===== config.mk =====
export PLATFORM = sky130hd
export DESIGN_NAME = bfp_port
export DESIGN_NICKNAME = d
export VERILOG_FILES = /design/src/verilog/bfp_pkg.sv /design/src/verilog/bfp_port.sv /design/src/verilog/bfp_ps_enc.sv
export SDC_FILE = /design/constraint.sdc
export NUM_CORES = 1
export LEC_CHECK = 0
export BUFFER_PORTS_ARGS = -buffer_cell sky130_fd_sc_hd__buf_2
export CAP_MARGIN = 10
export CORE_ASPECT_RATIO = 1.5
export CORE_UTILIZATION = 25
export CTS_CLUSTER_SIZE = 10
export DETAILED_ROUTE_END_ITERATION = 10
export PLACE_DENSITY = 0.39
export SLEW_MARGIN = 15
export SYNTH_ARGS = -nofsm -noshare
export SYNTH_HDL_FRONTEND = slang
export SYNTH_SLANG_ARGS = --single-unit

===== constraint.sdc =====
create_clock -name clock_in -period 13.45 [get_ports clock_in]
set_clock_uncertainty 0.2 [all_clocks]
set_input_delay 4.035 -clock clock_in [delete_from_list [all_inputs] [get_ports clock_in]]
set_output_delay 4.035 -clock clock_in [all_outputs]
set_load 0.01 [all_outputs]

===== src/verilog/bfp_pkg.sv =====
// constants, types and carriers of the burst flash read/write port
package bfp_pkg;
    localparam int CLK_KHZ = 100000;
    localparam int SLOW_KHZ = 6000;
    localparam int SLOW_CYC = CLK_KHZ / SLOW_KHZ;
    localparam logic [21:0] ADDR_TOP = 22'h03FFFF;
    localparam logic [5:0] BND_OFS = 6'h3E;
    localparam int BANK_BIT = 21;
    localparam logic [1:0] BND_STALL = 2'h2;
    localparam logic [3:0] WAIT_MIN = 4'h4;
    localparam logic [1:0] WAIT_CODE_RST = 2'h3;
    localparam int WAIT_ARG_LSB = 8;
    localparam logic [4:0] PER_MAX = 5'h1F;
    // command opcodes on the low data byte
    localparam logic [7:0] CMD_UNLK1 = 8'hAA;
    localparam logic [7:0] CMD_UNLK2 = 8'h55;
    localparam logic [7:0] CMD_PGM = 8'hA0;
    localparam logic [7:0] CMD_WAIT = 8'hC0;
    localparam logic [7:0] CMD_PS_EN = 8'h70;
    localparam logic [7:0] CMD_ID = 8'h90;
    localparam logic [7:0] CMD_BYP = 8'h20;
    localparam logic [7:0] CMD_BYP_EXIT = 8'h00;
    localparam logic [7:0] CMD_RESET = 8'hF0;
    // arbitrary identification values
    localparam logic [7:0] ID_MAKER = 8'h5A;
    localparam logic [7:0] ID_PART = 8'h3C;
    typedef logic [15:0] bfp_word_t;
    typedef logic [21:0] bfp_addr_t;
    typedef enum logic [1:0] {
        BFP_IDLE = 2'b00,
        BFP_WAIT = 2'b01,
        BFP_DATA = 2'b11,
        BFP_STAT = 2'b10
    } bfp_state_t;
    typedef enum logic [1:0] {
        PH_IDLE = 2'b00,
        PH_UNLK = 2'b01,
        PH_CMD = 2'b11,
        PH_DATA = 2'b10
    } bfp_phase_t;
    typedef struct packed {
        logic bclk;
        logic avd_n;
        logic cs_n;
        logic oe_n;
        logic we_n;
        logic hwrst_n;
        logic inv;
        logic hv;
        logic [5:0] ahi;
        bfp_word_t ad;
    } bfp_pins_t;
endpackage : bfp_pkg


===== src/verilog/bfp_port.sv =====
// device-side burst read and command write port of the flash
//
`timescale 1ns/1ps
module bfp_port (
    // clock and reset
    input wire logic clock_in,
    input wire logic rst_n_in,
    // flash pins
    input wire logic bclk_in,
    input wire logic addr_valid_n_in,
    input wire logic chip_sel_n_in,
    input wire logic out_en_n_in,
    input wire logic wr_en_n_in,
    input wire logic hw_reset_n_in,
    input wire logic inv_flag_in,
    input wire logic prog_supply_hv_in,
    input wire logic [5:0] addr_hi_in,
    input wire bfp_pkg::bfp_word_t ad_in,
    output bfp_pkg::bfp_word_t ad_out,
    output logic ad_oe_n_out,
    output logic ready_out,
    output logic inv_flag_out,
    output logic inv_flag_oe_n_out,
    // array side
    output bfp_pkg::bfp_addr_t arr_addr_out,
    input wire bfp_pkg::bfp_word_t arr_data_in,
    input wire logic [1:0] bank_busy_in,
    input wire bfp_pkg::bfp_word_t status_in,
    // program requests, unprotect and burst mode flags
    output logic prog_req_out,
    output bfp_pkg::bfp_addr_t prog_addr_out,
    output bfp_pkg::bfp_word_t prog_data_out,
    output logic unprotect_out,
    output logic burst_mode_out
);
    import bfp_pkg::*;

    typedef struct packed {
        bfp_pins_t s1;
        bfp_pins_t s2;
        bfp_state_t state;
        logic burst_mode;
        bfp_addr_t addr;
        logic [3:0] wcnt;
        logic [1:0] stall;
        logic second;
        logic ld;
        logic valid;
        logic ps_en;
        logic [1:0] wait_code;
        logic id_mode;
        logic bypass;
        bfp_phase_t ph;
        bfp_word_t dq;
        logic dq_oe_n;
        logic rdy;
        logic inv;
        bfp_word_t prev;
        logic clk_prev;
        logic we_prev;
        logic avd_prev;
        logic [4:0] per_cnt;
        logic prog_req;
        bfp_addr_t prog_addr;
        bfp_word_t prog_data;
    } bfp_st_t;

    // sync flops reset to idle pin levels so no false edge follows reset
    localparam bfp_pins_t PIN_IDLE = '{
        avd_n: 1'b1,
        cs_n: 1'b1,
        oe_n: 1'b1,
        we_n: 1'b1,
        hwrst_n: 1'b1,
        default: '0
    };

    localparam bfp_st_t ST_RST = '{
        s1: PIN_IDLE,
        s2: PIN_IDLE,
        avd_prev: 1'b1,
        we_prev: 1'b1,
        state: BFP_IDLE,
        ph: PH_IDLE,
        wait_code: WAIT_CODE_RST,
        dq_oe_n: 1'b1,
        default: '0
    };

    bfp_st_t st_r;
    bfp_st_t st_nxt;
    bfp_pins_t pin;
    bfp_pins_t p;
    bfp_word_t enc_word;
    logic enc_inv;
    logic rise;
    logic we_fall;
    logic avd_rise;
    logic slow_now;
    logic bypass_eff;
    logic bnd;
    logic start;
    logic cmd_wr;
    bfp_addr_t next_addr;
    bfp_addr_t pin_addr;

    assign pin = '{
        bclk: bclk_in,
        avd_n: addr_valid_n_in,
        cs_n: chip_sel_n_in,
        oe_n: out_en_n_in,
        we_n: wr_en_n_in,
        hwrst_n: hw_reset_n_in,
        inv: inv_flag_in,
        hv: prog_supply_hv_in,
        ahi: addr_hi_in,
        ad: ad_in
    };
    assign p = st_r.s2;
    assign pin_addr = {p.ahi, p.ad};
    assign rise = p.bclk && !st_r.clk_prev;
    assign we_fall = !p.we_n && st_r.we_prev;
    assign avd_rise = p.avd_n && !st_r.avd_prev;
    assign slow_now = st_r.per_cnt >= 5'(SLOW_CYC);
    assign bypass_eff = st_r.bypass || p.hv;
    assign next_addr = (st_r.addr == ADDR_TOP) ? '0 : st_r.addr + 22'h000001;
    // boundary word: offset 3E of each 64-word block, top of range, or bank change
    assign bnd = (st_r.addr[5:0] == BND_OFS)
        || (st_r.addr == ADDR_TOP)
        || (next_addr[BANK_BIT] != st_r.addr[BANK_BIT]);
    assign start = !p.cs_n && rise && !p.avd_n;
    assign cmd_wr = we_fall && !p.cs_n && p.oe_n;

    bfp_ps_enc u_enc (
        .prev_in(st_r.prev),
        .word_in(arr_data_in),
        .en_in(st_r.ps_en),
        .bus_out(enc_word),
        .inv_out(enc_inv)
    );

    always_comb begin
        st_nxt = st_r;
        st_nxt.s1 = pin;
        st_nxt.s2 = st_r.s1;
        st_nxt.clk_prev = p.bclk;
        st_nxt.we_prev = p.we_n;
        st_nxt.avd_prev = p.avd_n;
        st_nxt.prog_req = 1'b0;
        st_nxt.ld = 1'b0;
        if (rise) begin
            st_nxt.per_cnt = '0;
        end else if (st_r.per_cnt != PER_MAX) begin
            st_nxt.per_cnt = st_r.per_cnt + 5'h01;
        end
        if (!p.hwrst_n) begin
            // reset pin ends everything and drops power saving
            st_nxt.state = BFP_IDLE;
            st_nxt.burst_mode = 1'b0;
            st_nxt.ps_en = 1'b0;
            st_nxt.wait_code = WAIT_CODE_RST;
            st_nxt.id_mode = 1'b0;
            st_nxt.bypass = 1'b0;
            st_nxt.ph = PH_IDLE;
            st_nxt.valid = 1'b0;
            st_nxt.inv = 1'b0;
        end else begin
            if (avd_rise && st_r.state == BFP_IDLE) begin
                st_nxt.addr = pin_addr;
            end
            if (cmd_wr) begin
                if (st_r.ph == PH_DATA) begin
                    st_nxt.prog_req = 1'b1;
                    st_nxt.prog_addr = st_r.addr;
                    st_nxt.prog_data = p.inv ? ~p.ad : p.ad;
                    st_nxt.ph = PH_IDLE;
                end else if (p.ad[7:0] == CMD_RESET) begin
                    // leaves id mode and drops a partial unlock or command sequence; a running burst goes on
                    st_nxt.id_mode = 1'b0;
                    st_nxt.ph = PH_IDLE;
                end else if (bypass_eff && st_r.ph == PH_IDLE && p.ad[7:0] == CMD_PGM) begin
                    st_nxt.ph = PH_DATA;
                end else if (st_r.bypass && st_r.ph == PH_IDLE && p.ad[7:0] == CMD_BYP_EXIT) begin
                    st_nxt.bypass = 1'b0;
                end else begin
                    unique case (st_r.ph)
                        PH_IDLE: begin
                            st_nxt.ph = (p.ad[7:0] == CMD_UNLK1) ? PH_UNLK : PH_IDLE;
                        end
                        PH_UNLK: begin
                            st_nxt.ph = (p.ad[7:0] == CMD_UNLK2) ? PH_CMD : PH_IDLE;
                        end
                        PH_CMD: begin
                            st_nxt.ph = PH_IDLE;
                            unique case (p.ad[7:0])
                                CMD_PGM: st_nxt.ph = PH_DATA;
                                CMD_WAIT: st_nxt.wait_code = p.ad[WAIT_ARG_LSB +: 2];
                                CMD_PS_EN: st_nxt.ps_en = 1'b1;
                                CMD_ID: st_nxt.id_mode = 1'b1;
                                CMD_BYP: st_nxt.bypass = 1'b1;
                                default: st_nxt.ph = PH_IDLE;
                            endcase
                        end
                        PH_DATA: st_nxt.ph = PH_IDLE;
                    endcase
                end
            end
            if (p.cs_n) begin
                // deselect ends the burst; array work continues outside
                st_nxt.state = BFP_IDLE;
                st_nxt.valid = 1'b0;
            end else if (start) begin
                // new address restarts the burst from any state
                st_nxt.burst_mode = 1'b1;
                st_nxt.addr = pin_addr;
                st_nxt.second = 1'b1;
                st_nxt.stall = '0;
                st_nxt.valid = 1'b0;
                st_nxt.inv = 1'b0;
                st_nxt.wcnt = WAIT_MIN + {2'h0, st_r.wait_code} - 4'h2 + {3'h0, st_r.ps_en};
                if (bank_busy_in[pin_addr[BANK_BIT]]) begin
                    st_nxt.state = BFP_STAT;
                end else begin
                    st_nxt.state = BFP_WAIT;
                end
            end else begin
                unique case (st_r.state)
                    BFP_IDLE: begin
                        st_nxt.valid = 1'b0;
                    end
                    BFP_WAIT: begin
                        if (rise) begin
                            if (st_r.wcnt == 4'h0) begin
                                st_nxt.ld = 1'b1;
                                st_nxt.state = BFP_DATA;
                            end else begin
                                st_nxt.wcnt = st_r.wcnt - 4'h1;
                            end
                        end
                    end
                    BFP_DATA: begin
                        if (st_r.ld) begin
                            st_nxt.valid = 1'b1;
                            st_nxt.dq = enc_word;
                            st_nxt.inv = enc_inv;
                            st_nxt.prev = enc_word;
                            st_nxt.second = 1'b0;
                            st_nxt.stall = (bnd ? BND_STALL : 2'h0)
                                + {1'b0, st_r.second && st_r.ps_en};
                        end else if (rise) begin
                            if (st_r.stall != 2'h0) begin
                                st_nxt.stall = st_r.stall - 2'h1;
                                st_nxt.valid = 1'b0;
                            end else if (slow_now && st_r.valid) begin
                                // one ready-low edge per slow edge, then the next edge advances
                                st_nxt.valid = 1'b0;
                            end else if (bank_busy_in[next_addr[BANK_BIT]]
                                && next_addr[BANK_BIT] != st_r.addr[BANK_BIT]) begin
                                st_nxt.state = BFP_STAT;
                                st_nxt.valid = 1'b0;
                            end else begin
                                st_nxt.addr = next_addr;
                                st_nxt.ld = 1'b1;
                                st_nxt.valid = 1'b0;
                            end
                        end
                    end
                    BFP_STAT: begin
                        // clock is ignored here; only a new address, deselect or the reset pin leaves
                        st_nxt.valid = 1'b0;
                    end
                endcase
            end
        end
        // bus drivers: off when deselected, reset, writing or out_en_n high
        st_nxt.dq_oe_n = p.cs_n || p.oe_n || !p.we_n || !p.hwrst_n;
        st_nxt.rdy = st_nxt.valid && !p.oe_n && !p.cs_n;
        if (st_nxt.state == BFP_IDLE) begin
            st_nxt.inv = 1'b0;
            if (st_r.id_mode) begin
                st_nxt.dq = {8'h00, st_r.addr[0] ? ID_PART : ID_MAKER};
            end else if (bank_busy_in[st_r.addr[BANK_BIT]]) begin
                st_nxt.dq = status_in;
            end else begin
                st_nxt.dq = arr_data_in;
            end
        end else if (st_nxt.state == BFP_STAT) begin
            st_nxt.inv = 1'b0;
            st_nxt.dq = status_in;
        end
    end

    always_ff @(posedge clock_in or negedge rst_n_in) begin
        if (!rst_n_in) begin
            st_r <= ST_RST;
        end else begin
            st_r <= st_nxt;
        end
    end

    assign ad_out = st_r.dq;
    assign ad_oe_n_out = st_r.dq_oe_n;
    assign ready_out = st_r.rdy;
    assign inv_flag_out = st_r.inv;
    assign inv_flag_oe_n_out = st_r.dq_oe_n;
    assign arr_addr_out = st_r.addr;
    assign prog_req_out = st_r.prog_req;
    assign prog_addr_out = st_r.prog_addr;
    assign prog_data_out = st_r.prog_data;
    assign unprotect_out = st_r.s2.hv;
    assign burst_mode_out = st_r.burst_mode;

    ps_sticky_a: assert property (@(posedge clock_in) disable iff (!rst_n_in)
        st_r.ps_en && p.hwrst_n |=> st_r.ps_en)
        else $error("power saving dropped without reset");

    ps_enable_a: assert property (@(posedge clock_in) disable iff (!rst_n_in)
        !st_r.ps_en && !(cmd_wr && st_r.ph == PH_CMD) |=> !st_r.ps_en)
        else $error("power saving enabled without command");

    deselect_hiz_a: assert property (@(posedge clock_in) disable iff (!rst_n_in)
        p.cs_n |=> ad_oe_n_out && !ready_out)
        else $error("bus driven while deselected");

    inv_needs_ps_a: assert property (@(posedge clock_in) disable iff (!rst_n_in)
        inv_flag_out |-> st_r.ps_en && st_r.state == BFP_DATA)
        else $error("inverted word outside power-saving burst");

    boundary_stall_a: assert property (@(posedge clock_in) disable iff (!rst_n_in)
        st_r.state == BFP_DATA && st_r.ld && !p.cs_n && !start && p.hwrst_n
        && st_r.addr[5:0] == BND_OFS |=> st_r.stall >= BND_STALL)
        else $error("no stall after boundary word");

    wrap_zero_a: assert property (@(posedge clock_in) disable iff (!rst_n_in)
        st_r.state == BFP_DATA && st_r.addr == ADDR_TOP
        |=> st_r.addr == ADDR_TOP || st_r.addr == '0 || st_r.state != BFP_DATA)
        else $error("address moved past top");

    ready_oe_a: assert property (@(posedge clock_in) disable iff (!rst_n_in)
        p.oe_n |=> !ready_out)
        else $error("ready high with out_en_n high");

    hw_reset_a: assert property (@(posedge clock_in) disable iff (!rst_n_in)
        !p.hwrst_n |=> st_r.wait_code == WAIT_CODE_RST && !st_r.ps_en && st_r.state == BFP_IDLE)
        else $error("reset pin did not restore defaults");

    stall_ready_a: assert property (@(posedge clock_in) disable iff (!rst_n_in)
        st_r.state == BFP_DATA && rise && st_r.stall != 2'h0 && !st_r.ld && !start && !p.cs_n
        && p.hwrst_n |=> !st_r.valid ##1 !ready_out)
        else $error("ready high during stall");

    status_bank_a: assert property (@(posedge clock_in) disable iff (!rst_n_in)
        st_r.state == BFP_STAT && !p.cs_n && p.hwrst_n && !start |=> st_r.state == BFP_STAT)
        else $error("status state left without new address");

endmodule : bfp_port


===== src/verilog/bfp_ps_enc.sv =====
// power-saving word encoder: inverts when too many bus bits would toggle
`timescale 1ns/1ps
module bfp_ps_enc (
    // words
    input wire bfp_pkg::bfp_word_t prev_in,
    input wire bfp_pkg::bfp_word_t word_in,
    input wire logic en_in,
    // encoded
    output bfp_pkg::bfp_word_t bus_out,
    output logic inv_out
);
    import bfp_pkg::*;
    logic [4:0] flips;
    always_comb begin
        flips = 5'h00;
        for (int i = 0; i < 16; i++) begin
            flips = flips + {4'h0, prev_in[i] ^ word_in[i]};
        end
        inv_out = en_in && (flips >= 5'h09);
        bus_out = inv_out ? ~word_in : word_in;
    end
endmodule : bfp_ps_enc


==> impl_metrics.yaml, run 1 <==
run_status:
  outcome: "completed"
synthesis:
  yosysUniqueCellTypes: 80
  synthFlopType: "dfrtp_1"
  ys_ff_latch: 183
  synth_edf_count: 0
  seq_area_frac_synth: 0.463
  synthCells: 971
  avgSynthCellArea_sq_um: 10.2
  yosysTopAreaCellShare: 0.424
  synth_fp_nets: 1060
  async_flop_share: 1.00
  synthTopCellsByArea: "dfrtp_1, buf_4, mux2_2"
  syn_area_sq_um: 9920
  yosys_warnings: 0
  synth_area_leader_cell: "dfrtp_1"
critical_path:
  crit_top_cell: "fa_1"
  crit_path_cell_trace: "buf_2 > xor2_1 > ha_1 > fa_1 > fa_1 > fa_1 > inv_1 > fa_1 > fa_1 > inv_1 > fa_1 > a21o_1 > nand2_1 > o21ai_0 > a311oi_1 > a21oi_1 > o31a_1"
  path_buf_inv: 3
  cpMaxStageDelayCell: "nand2_1"
  criticalPathCategory: "in2reg"
  crit_path_max_incr_delay_ns: 0.76
  worstPathMaxFanout: 33
  required_ns: 13.59
  cp.arrival_ns: 9.36
  critPathTopFamily: "adder cells"
  cp-start-kind: "input port"
  end_kind: "register"
clocking:
  clockBufferDepth: 2
  insertion_delay_ns: 0.45
  cts_buffers: 17
  cts_max_level: 4
  clk_pin_slew_ns: 0.08
  cts.sinks: 183
  cts-resized-gates: 0
  cts_tree: "yes"
  cts_hold_buf: 0
  root_buffer: "clkbuf_16"
  post_cts_buffers: 0
global_route:
  first_global_vias: 7578
  grt_pass1_wl_um: 46400
  grt_use_total: 0.155
  antenna_found_initial: 0
  grt_max_degree: 67
  gr-total-overflow: 0
die:
  row_count: 89
  num_io_pins: 149
  die_area_sq_um: 40500
  core_area_sq_um: 39200
  initial_core_util: 0.253
  die_h_um: 246
  die_w_um: 165
sta:
  period_minus_slack_ns: 9.22
  worstMarginPinSlew_ns: 1.07
  fin_crit_sh: 0.686
  setup_viol: 0
  maxSlewViolCount: 0
  rsz0062_at_grt: "false"
  finalWorstSetupSlack_ns: 4.23
  whs_ns: 0.148
  fmaxAchievable_mhz: 108
  setup_tns_ns: 0
  slew_headroom: 0.287
  finalHoldViolCount: 0
drt:
  drcViolationCount: 0
  wl_per_cell_um: 19.5
  via_per_inst: 4.85
  drt_pass1_iterations: 8
  drtAntennaViolNets: 0
  drtIter0Drc: 556
  drt_wl_total_um: 29900
  vias: 7449
power_and_ir_drop:
  p_leak_uw: 0.00488
  p_int_uw: 1000
  powerDensity_nw_per_um2: 134
  total_power_uw: 1500
  p_clk_frac: 0.350
  ir_worst_vdd_uv: 66.6
  power.share.sequential: 0.427
  p_comb_frac: 0.223
  p_sw_uw: 501
  swShare: 0.334
layout:
  fin_util: 0.286
  areaGrowthSynthToFinish_pct: 12.9
  antenna_cells: 0
  multi_input_area_sq_um: 4430
  drive_above_1_share: 0.271
  regArea_sq_um: 4600
  nets: 1111
  fill_cells: 4179
placed_design:
  io_buffers: 148
  pre_cts_ws_ns: 3.70
  routabilityCongestion: 0.786
  dpl.hpwl_um: 21300
min_path:
  min_path_type: "reg2reg"
job:
  max-cap-violations: 0
[layout by cell type (no fill, tap or decap), types with 19 or more instances in the layout]
cell type	count
dfrtp_1	168
buf_2	147
nor2_1	89
a21oi_1	69
nand2_1	51
mux2_2	48
o211ai_1	32
o21ai_0	31
a22oi_1	29
inv_1	25
xnor2_1	25
nand2b_1	19
[power by group through the flow]
stage | logic [uW] | clock network (uW) | registers, uW
after detailed placement | 340 | 0 | 653
after global placement | 336 | 0 | 652
final | 334 | 526 | 641
after global routing | 379 | 568 | 647
after CTS | 342 | 548 | 642
after floorplan | 256 | 0 | 623
[per-stage QoR]
| step | cells | area (sq um) |
|---|---|---|
| finish | 1535 | 11200 |
| CTS | 1535 | 11200 |
| global route | 1535 | 11200 |
| detailed placement | 1503 | 10600 |
| global placement | 1503 | 10600 |
| floorplan | 971 | 9920 |
[cells by family after synthesis]
kind of cell	synth area share
compound gates	0.169
xor+xnor	0.0353
fa+ha+maj	0.0366
buf+inv	0.0917
flops	0.463
mux	0.0666
simple gates	0.138
[per-layer routing]
layer	vias to the layer above	GRT usage	wire length, um
met1	3697	0.176	12000
met4	0	0.0637	843
met5	-	0	0
li1	3515	-	-
met3	35	0.0269	1050
met2	202	0.279	16000
[layout make-up]
type / instances / share of cell area
clock buffer: 18 / 0.0383
clock inverter: 14 / 0.0145
inverter: 26 / 0.00872
multi-input combinational: 632 / 0.396
sequential: 183 / 0.411
tap: 500 / 0.0559
timing repair buffer: 162 / 0.0763
[synthesized netlist by cell type (15+ instances only)]
cell type	n
xor2_1	15
a22oi_1	29
xnor2_1	25
dfstp_2	15
a21oi_1	69
nand3_1	16
o21ai_0	31
mux2_2	48
dfrtp_1	168
nand2_1	51
nand2b_1	19
o211ai_1	32
inv_1	25
clkbuf_1	40
buf_4	77
nor2_1	89
[worst reg2reg max path, stage by stage (launching register included)]
cell      delay, ns
dfrtp_1        0.39
xor2_1         0.18
ha_1           0.32
fa_1           0.51
fa_1           0.51
fa_1           0.55
inv_1          0.06
fa_1           0.56
fa_1           0.19
inv_1          0.05
fa_1           0.39
a21o_1         0.19
nand2_1        0.76
o21ai_0        0.24
a311oi_1       0.35
a21oi_1        0.12
o31a_1         0.24
[registers in the layout, indices dropped and copies added, names as in the netlist]
| signal | flops |
|---|---|
| ready_out | 1 |
| p | 29 |
| st_r | 42 |
| unprotect_out | 1 |
| prog_data_out | 16 |
| ad_oe_n_out | 1 |
| st_nxt | 30 |
| arr_addr_out | 22 |
| burst_mode_out | 1 |
| prog_addr_out | 22 |
| ad_out | 16 |
| prog_req_out | 1 |
| inv_flag_out | 1 |
[worst paths after layout]
check                                     from                 to  slack (ns)  depth (start not counted)
max in group asynchronous             rst_n_in  prog_addr_out[10]        8.37                          2
worst min-delay path               st_nxt[137]              p[14]        0.15                          0
worst max-delay path            arr_data_in[1]          ad_out[4]        4.23                         17
worst min register to register     st_nxt[137]              p[14]        0.15                          0
min in group asynchronous             rst_n_in          ready_out        3.38                          1
worst max register to register        st_r[48]          ad_out[4]        7.54                         16
Note: power is estimated with default switching activity, not from simulation.
==> run 2, diff against run 1 <==
--- a/config.mk
+++ b/config.mk
@@ -5,6 +5,7 @@
 export SDC_FILE = /design/constraint.sdc
 export NUM_CORES = 1
 export LEC_CHECK = 0
+export ABC_AREA = 1
 export BUFFER_PORTS_ARGS = -buffer_cell sky130_fd_sc_hd__buf_2
 export CAP_MARGIN = 10
 export CORE_ASPECT_RATIO = 1.5
==> constraint.sdc (replaced) <==
create_clock -name clock_in -period 9.6 [get_ports clock_in]
set_clock_uncertainty 0.2 [all_clocks]
set_input_delay 2.88 -clock clock_in [delete_from_list [all_inputs] [get_ports clock_in]]
set_output_delay 2.88 -clock clock_in [all_outputs]
set_load 0.01 [all_outputs]
==> run 2 against run 1 <==
Wire length grew 8.9%. Sequential share of layout area down 1.9 points. Power up 42%. Global-route usage up 0.44 points. Non-clock buffer count decreased by 9. Synthesized cell count rose by 34%. Synthesized area is 5.3% higher. Die area is 5.2% higher. Largest cell class unchanged.
==> impl_metrics.yaml, run 2 <==
sta:
  worstMarginPinSlew_ns: 1.14
  finalWorstSetupSlack_ns: 1.85
  finalHoldViolCount: 0
  rsz0062_at_grt: "false"
  fin_crit_sh: 0.807
  setup_viol: 0
  setup_tns_ns: 0
  maxSlewViolCount: 0
  whs_ns: 0.147
  period_minus_slack_ns: 7.75
  fmaxAchievable_mhz: 129
  slew_headroom: 0.236
synthesis:
  synth_fp_nets: 1392
  async_flop_share: 1.00
  avgSynthCellArea_sq_um: 8.02
  synth_area_leader_cell: "dfrtp_1"
  synthFlopType: "dfrtp_1"
  ys_ff_latch: 183
  synth_most_common_cell: "nand2_1"
  synth_edf_count: 0
  yosys_warnings: 0
  synthCells: 1303
  synthTopCellsByArea: "dfrtp_1, nand2_1, buf_4"
  yosysTopAreaCellShare: 0.403
  syn_area_sq_um: 10400
  synthTopCellsByCount: "nand2_1, dfrtp_1, inv_1"
  yosysUniqueCellTypes: 48
  seq_area_frac_synth: 0.440
global_route:
  grt_use_total: 0.159
  grt_max_degree: 78
  first_global_vias: 8666
  gr-total-overflow: 0
  antenna_found_initial: 1
  grt_pass1_wl_um: 50700
power_and_ir_drop:
  p_sw_uw: 736
  p_comb_frac: 0.229
  p_int_uw: 1390
  p_leak_uw: 0.00583
  power.share.sequential: 0.425
  ir_worst_vdd_uv: 125
  powerDensity_nw_per_um2: 181
  p_clk_frac: 0.346
  swShare: 0.346
drt:
  wl_per_cell_um: 16.9
  via_per_inst: 4.40
  vias: 8455
  drcViolationCount: 0
  drt_wl_total_um: 32600
  drtIter0Drc: 369
  drt_pass1_iterations: 4
  drtAntennaViolNets: 0
die:
  die_h_um: 252
  initial_core_util: 0.254
  die_w_um: 169
  row_count: 91
  core_area_sq_um: 41100
  num_io_pins: 149
  die_area_sq_um: 42600
layout:
  fin_util: 0.286
  fill_cells: 4519
  largest-register: "st_r"
  final_cells: 1921
  drive_above_1_share: 0.175
  areaGrowthSynthToFinish_pct: 12.4
  nets: 1439
  largest_reg_flops: 42
  regArea_sq_um: 4600
  multi_input_area_sq_um: 4510
  final_cell_mix: "nand2_1, dfrtp_1, buf_2"
  antenna_cells: 0
  final_common_cell: "nand2_1"
clocking:
  cts_tree: "yes"
  cts_hold_buf: 0
  insertion_delay_ns: 0.46
  clk_pin_slew_ns: 0.07
  post_cts_buffers: 0
  cts_max_level: 4
  cts-resized-gates: 0
  cts.sinks: 183
  cts_buffers: 17
  clockBufferDepth: 2
  root_buffer: "clkbuf_16"
placed_design:
  dp.cells: 1889
  pre_cts_ws_ns: 1.36
  io_buffers: 148
  dpl.hpwl_um: 23900
  routabilityCongestion: 0.801
job:
  max-cap-violations: 0
critical_path:
  end_kind: "register"
  criticalPathCategory: "in2reg"
  worstPathMaxFanout: 16
  required_ns: 9.81
  cp-start-kind: "input port"
  cp.arrival_ns: 7.95
run_status:
  outcome: "completed"
min_path:
  min_path_type: "reg2reg"
run 2: area by class of cell:
type	instances	area share
Multi-Input combinational cell	851	0.384
Tap cell	558	0.0595
Clock buffer	18	0.0374
Sequential cell	183	0.392
Inverter	144	0.0467
Timing Repair Buffer	153	0.0670
Clock inverter	14	0.0135
run 2: cells by family (layout without fill, tap and decap cells):
kind of cell | after synthesis | count (layout) | share of synthesized area
AO/OA/AOI/OAI | 204 | 204 | 0.109
XOR/XNOR | 57 | 57 | 0.0478
buffers and inverters | 269 | 329 | 0.130
AND/OR/NAND/NOR | 567 | 567 | 0.238
flip-flops | 183 | 183 | 0.440
adder cells (fa/ha/maj) | 23 | 23 | 0.0347
run 2: metrics by stage:
| step | total power, uW | cell area [sq um] |
|---|---|---|
| final | 2130 | 11700 |
| after global routing | 2270 | 11700 |
| after CTS | 2170 | 11700 |
| after detailed placement | 1420 | 11100 |
| after global placement | 1410 | 11100 |
| after floorplan | 1270 | 10400 |
run 2: final timing paths:
check,from,slack (ns),depth (start not counted),endpoint
min in group asynchronous,rst_n_in,2.23,1,st_nxt[132]
hold reg to reg,st_nxt[145],0.15,0,unprotect_out
setup / recovery,arr_data_in[1],1.85,23,ad_out[7]
max in group asynchronous,rst_n_in,5.74,2,st_nxt[144]
hold / removal,st_nxt[145],0.15,0,unprotect_out
setup reg to reg,st_r[48],3.95,22,ad_out[7]
run 2: per-layer routing:
metal  wire length, um  up-vias  global-route usage
met5                 8        -                   0
met4               752        2              0.0610
met3              1200       34              0.0301
met2             17200      181               0.294
met1             13400     4061               0.178
li1                  -     4177                   -
run 2: power groups by stage:
stage,sequential (uW),combinational [uW],clock [uW]
after floorplan,886,389,0
after global placement,921,489,0
after detailed placement,920,498,0
after CTS,906,499,770
after global routing,913,565,790
final,903,487,737
run 2: critical path, stage by stage:
cell and delay (ns):
buf_2 0.12, xor2_1 0.14, ha_1 0.31, fa_1 0.52, fa_1 0.52, fa_1 0.54
inv_1 0.05, fa_1 0.50, fa_1 0.42, inv_1 0.11, fa_1 0.42, nor2_1 0.10
o21ai_0 0.08, nand3_1 0.08, nand2_1 0.11, nand2_2 0.43, xor2_1 0.25, nand2_1 0.08
nand2_1 0.07, nand2_1 0.05, nand2_1 0.06, nand2_1 0.05, nand2_1 0.05
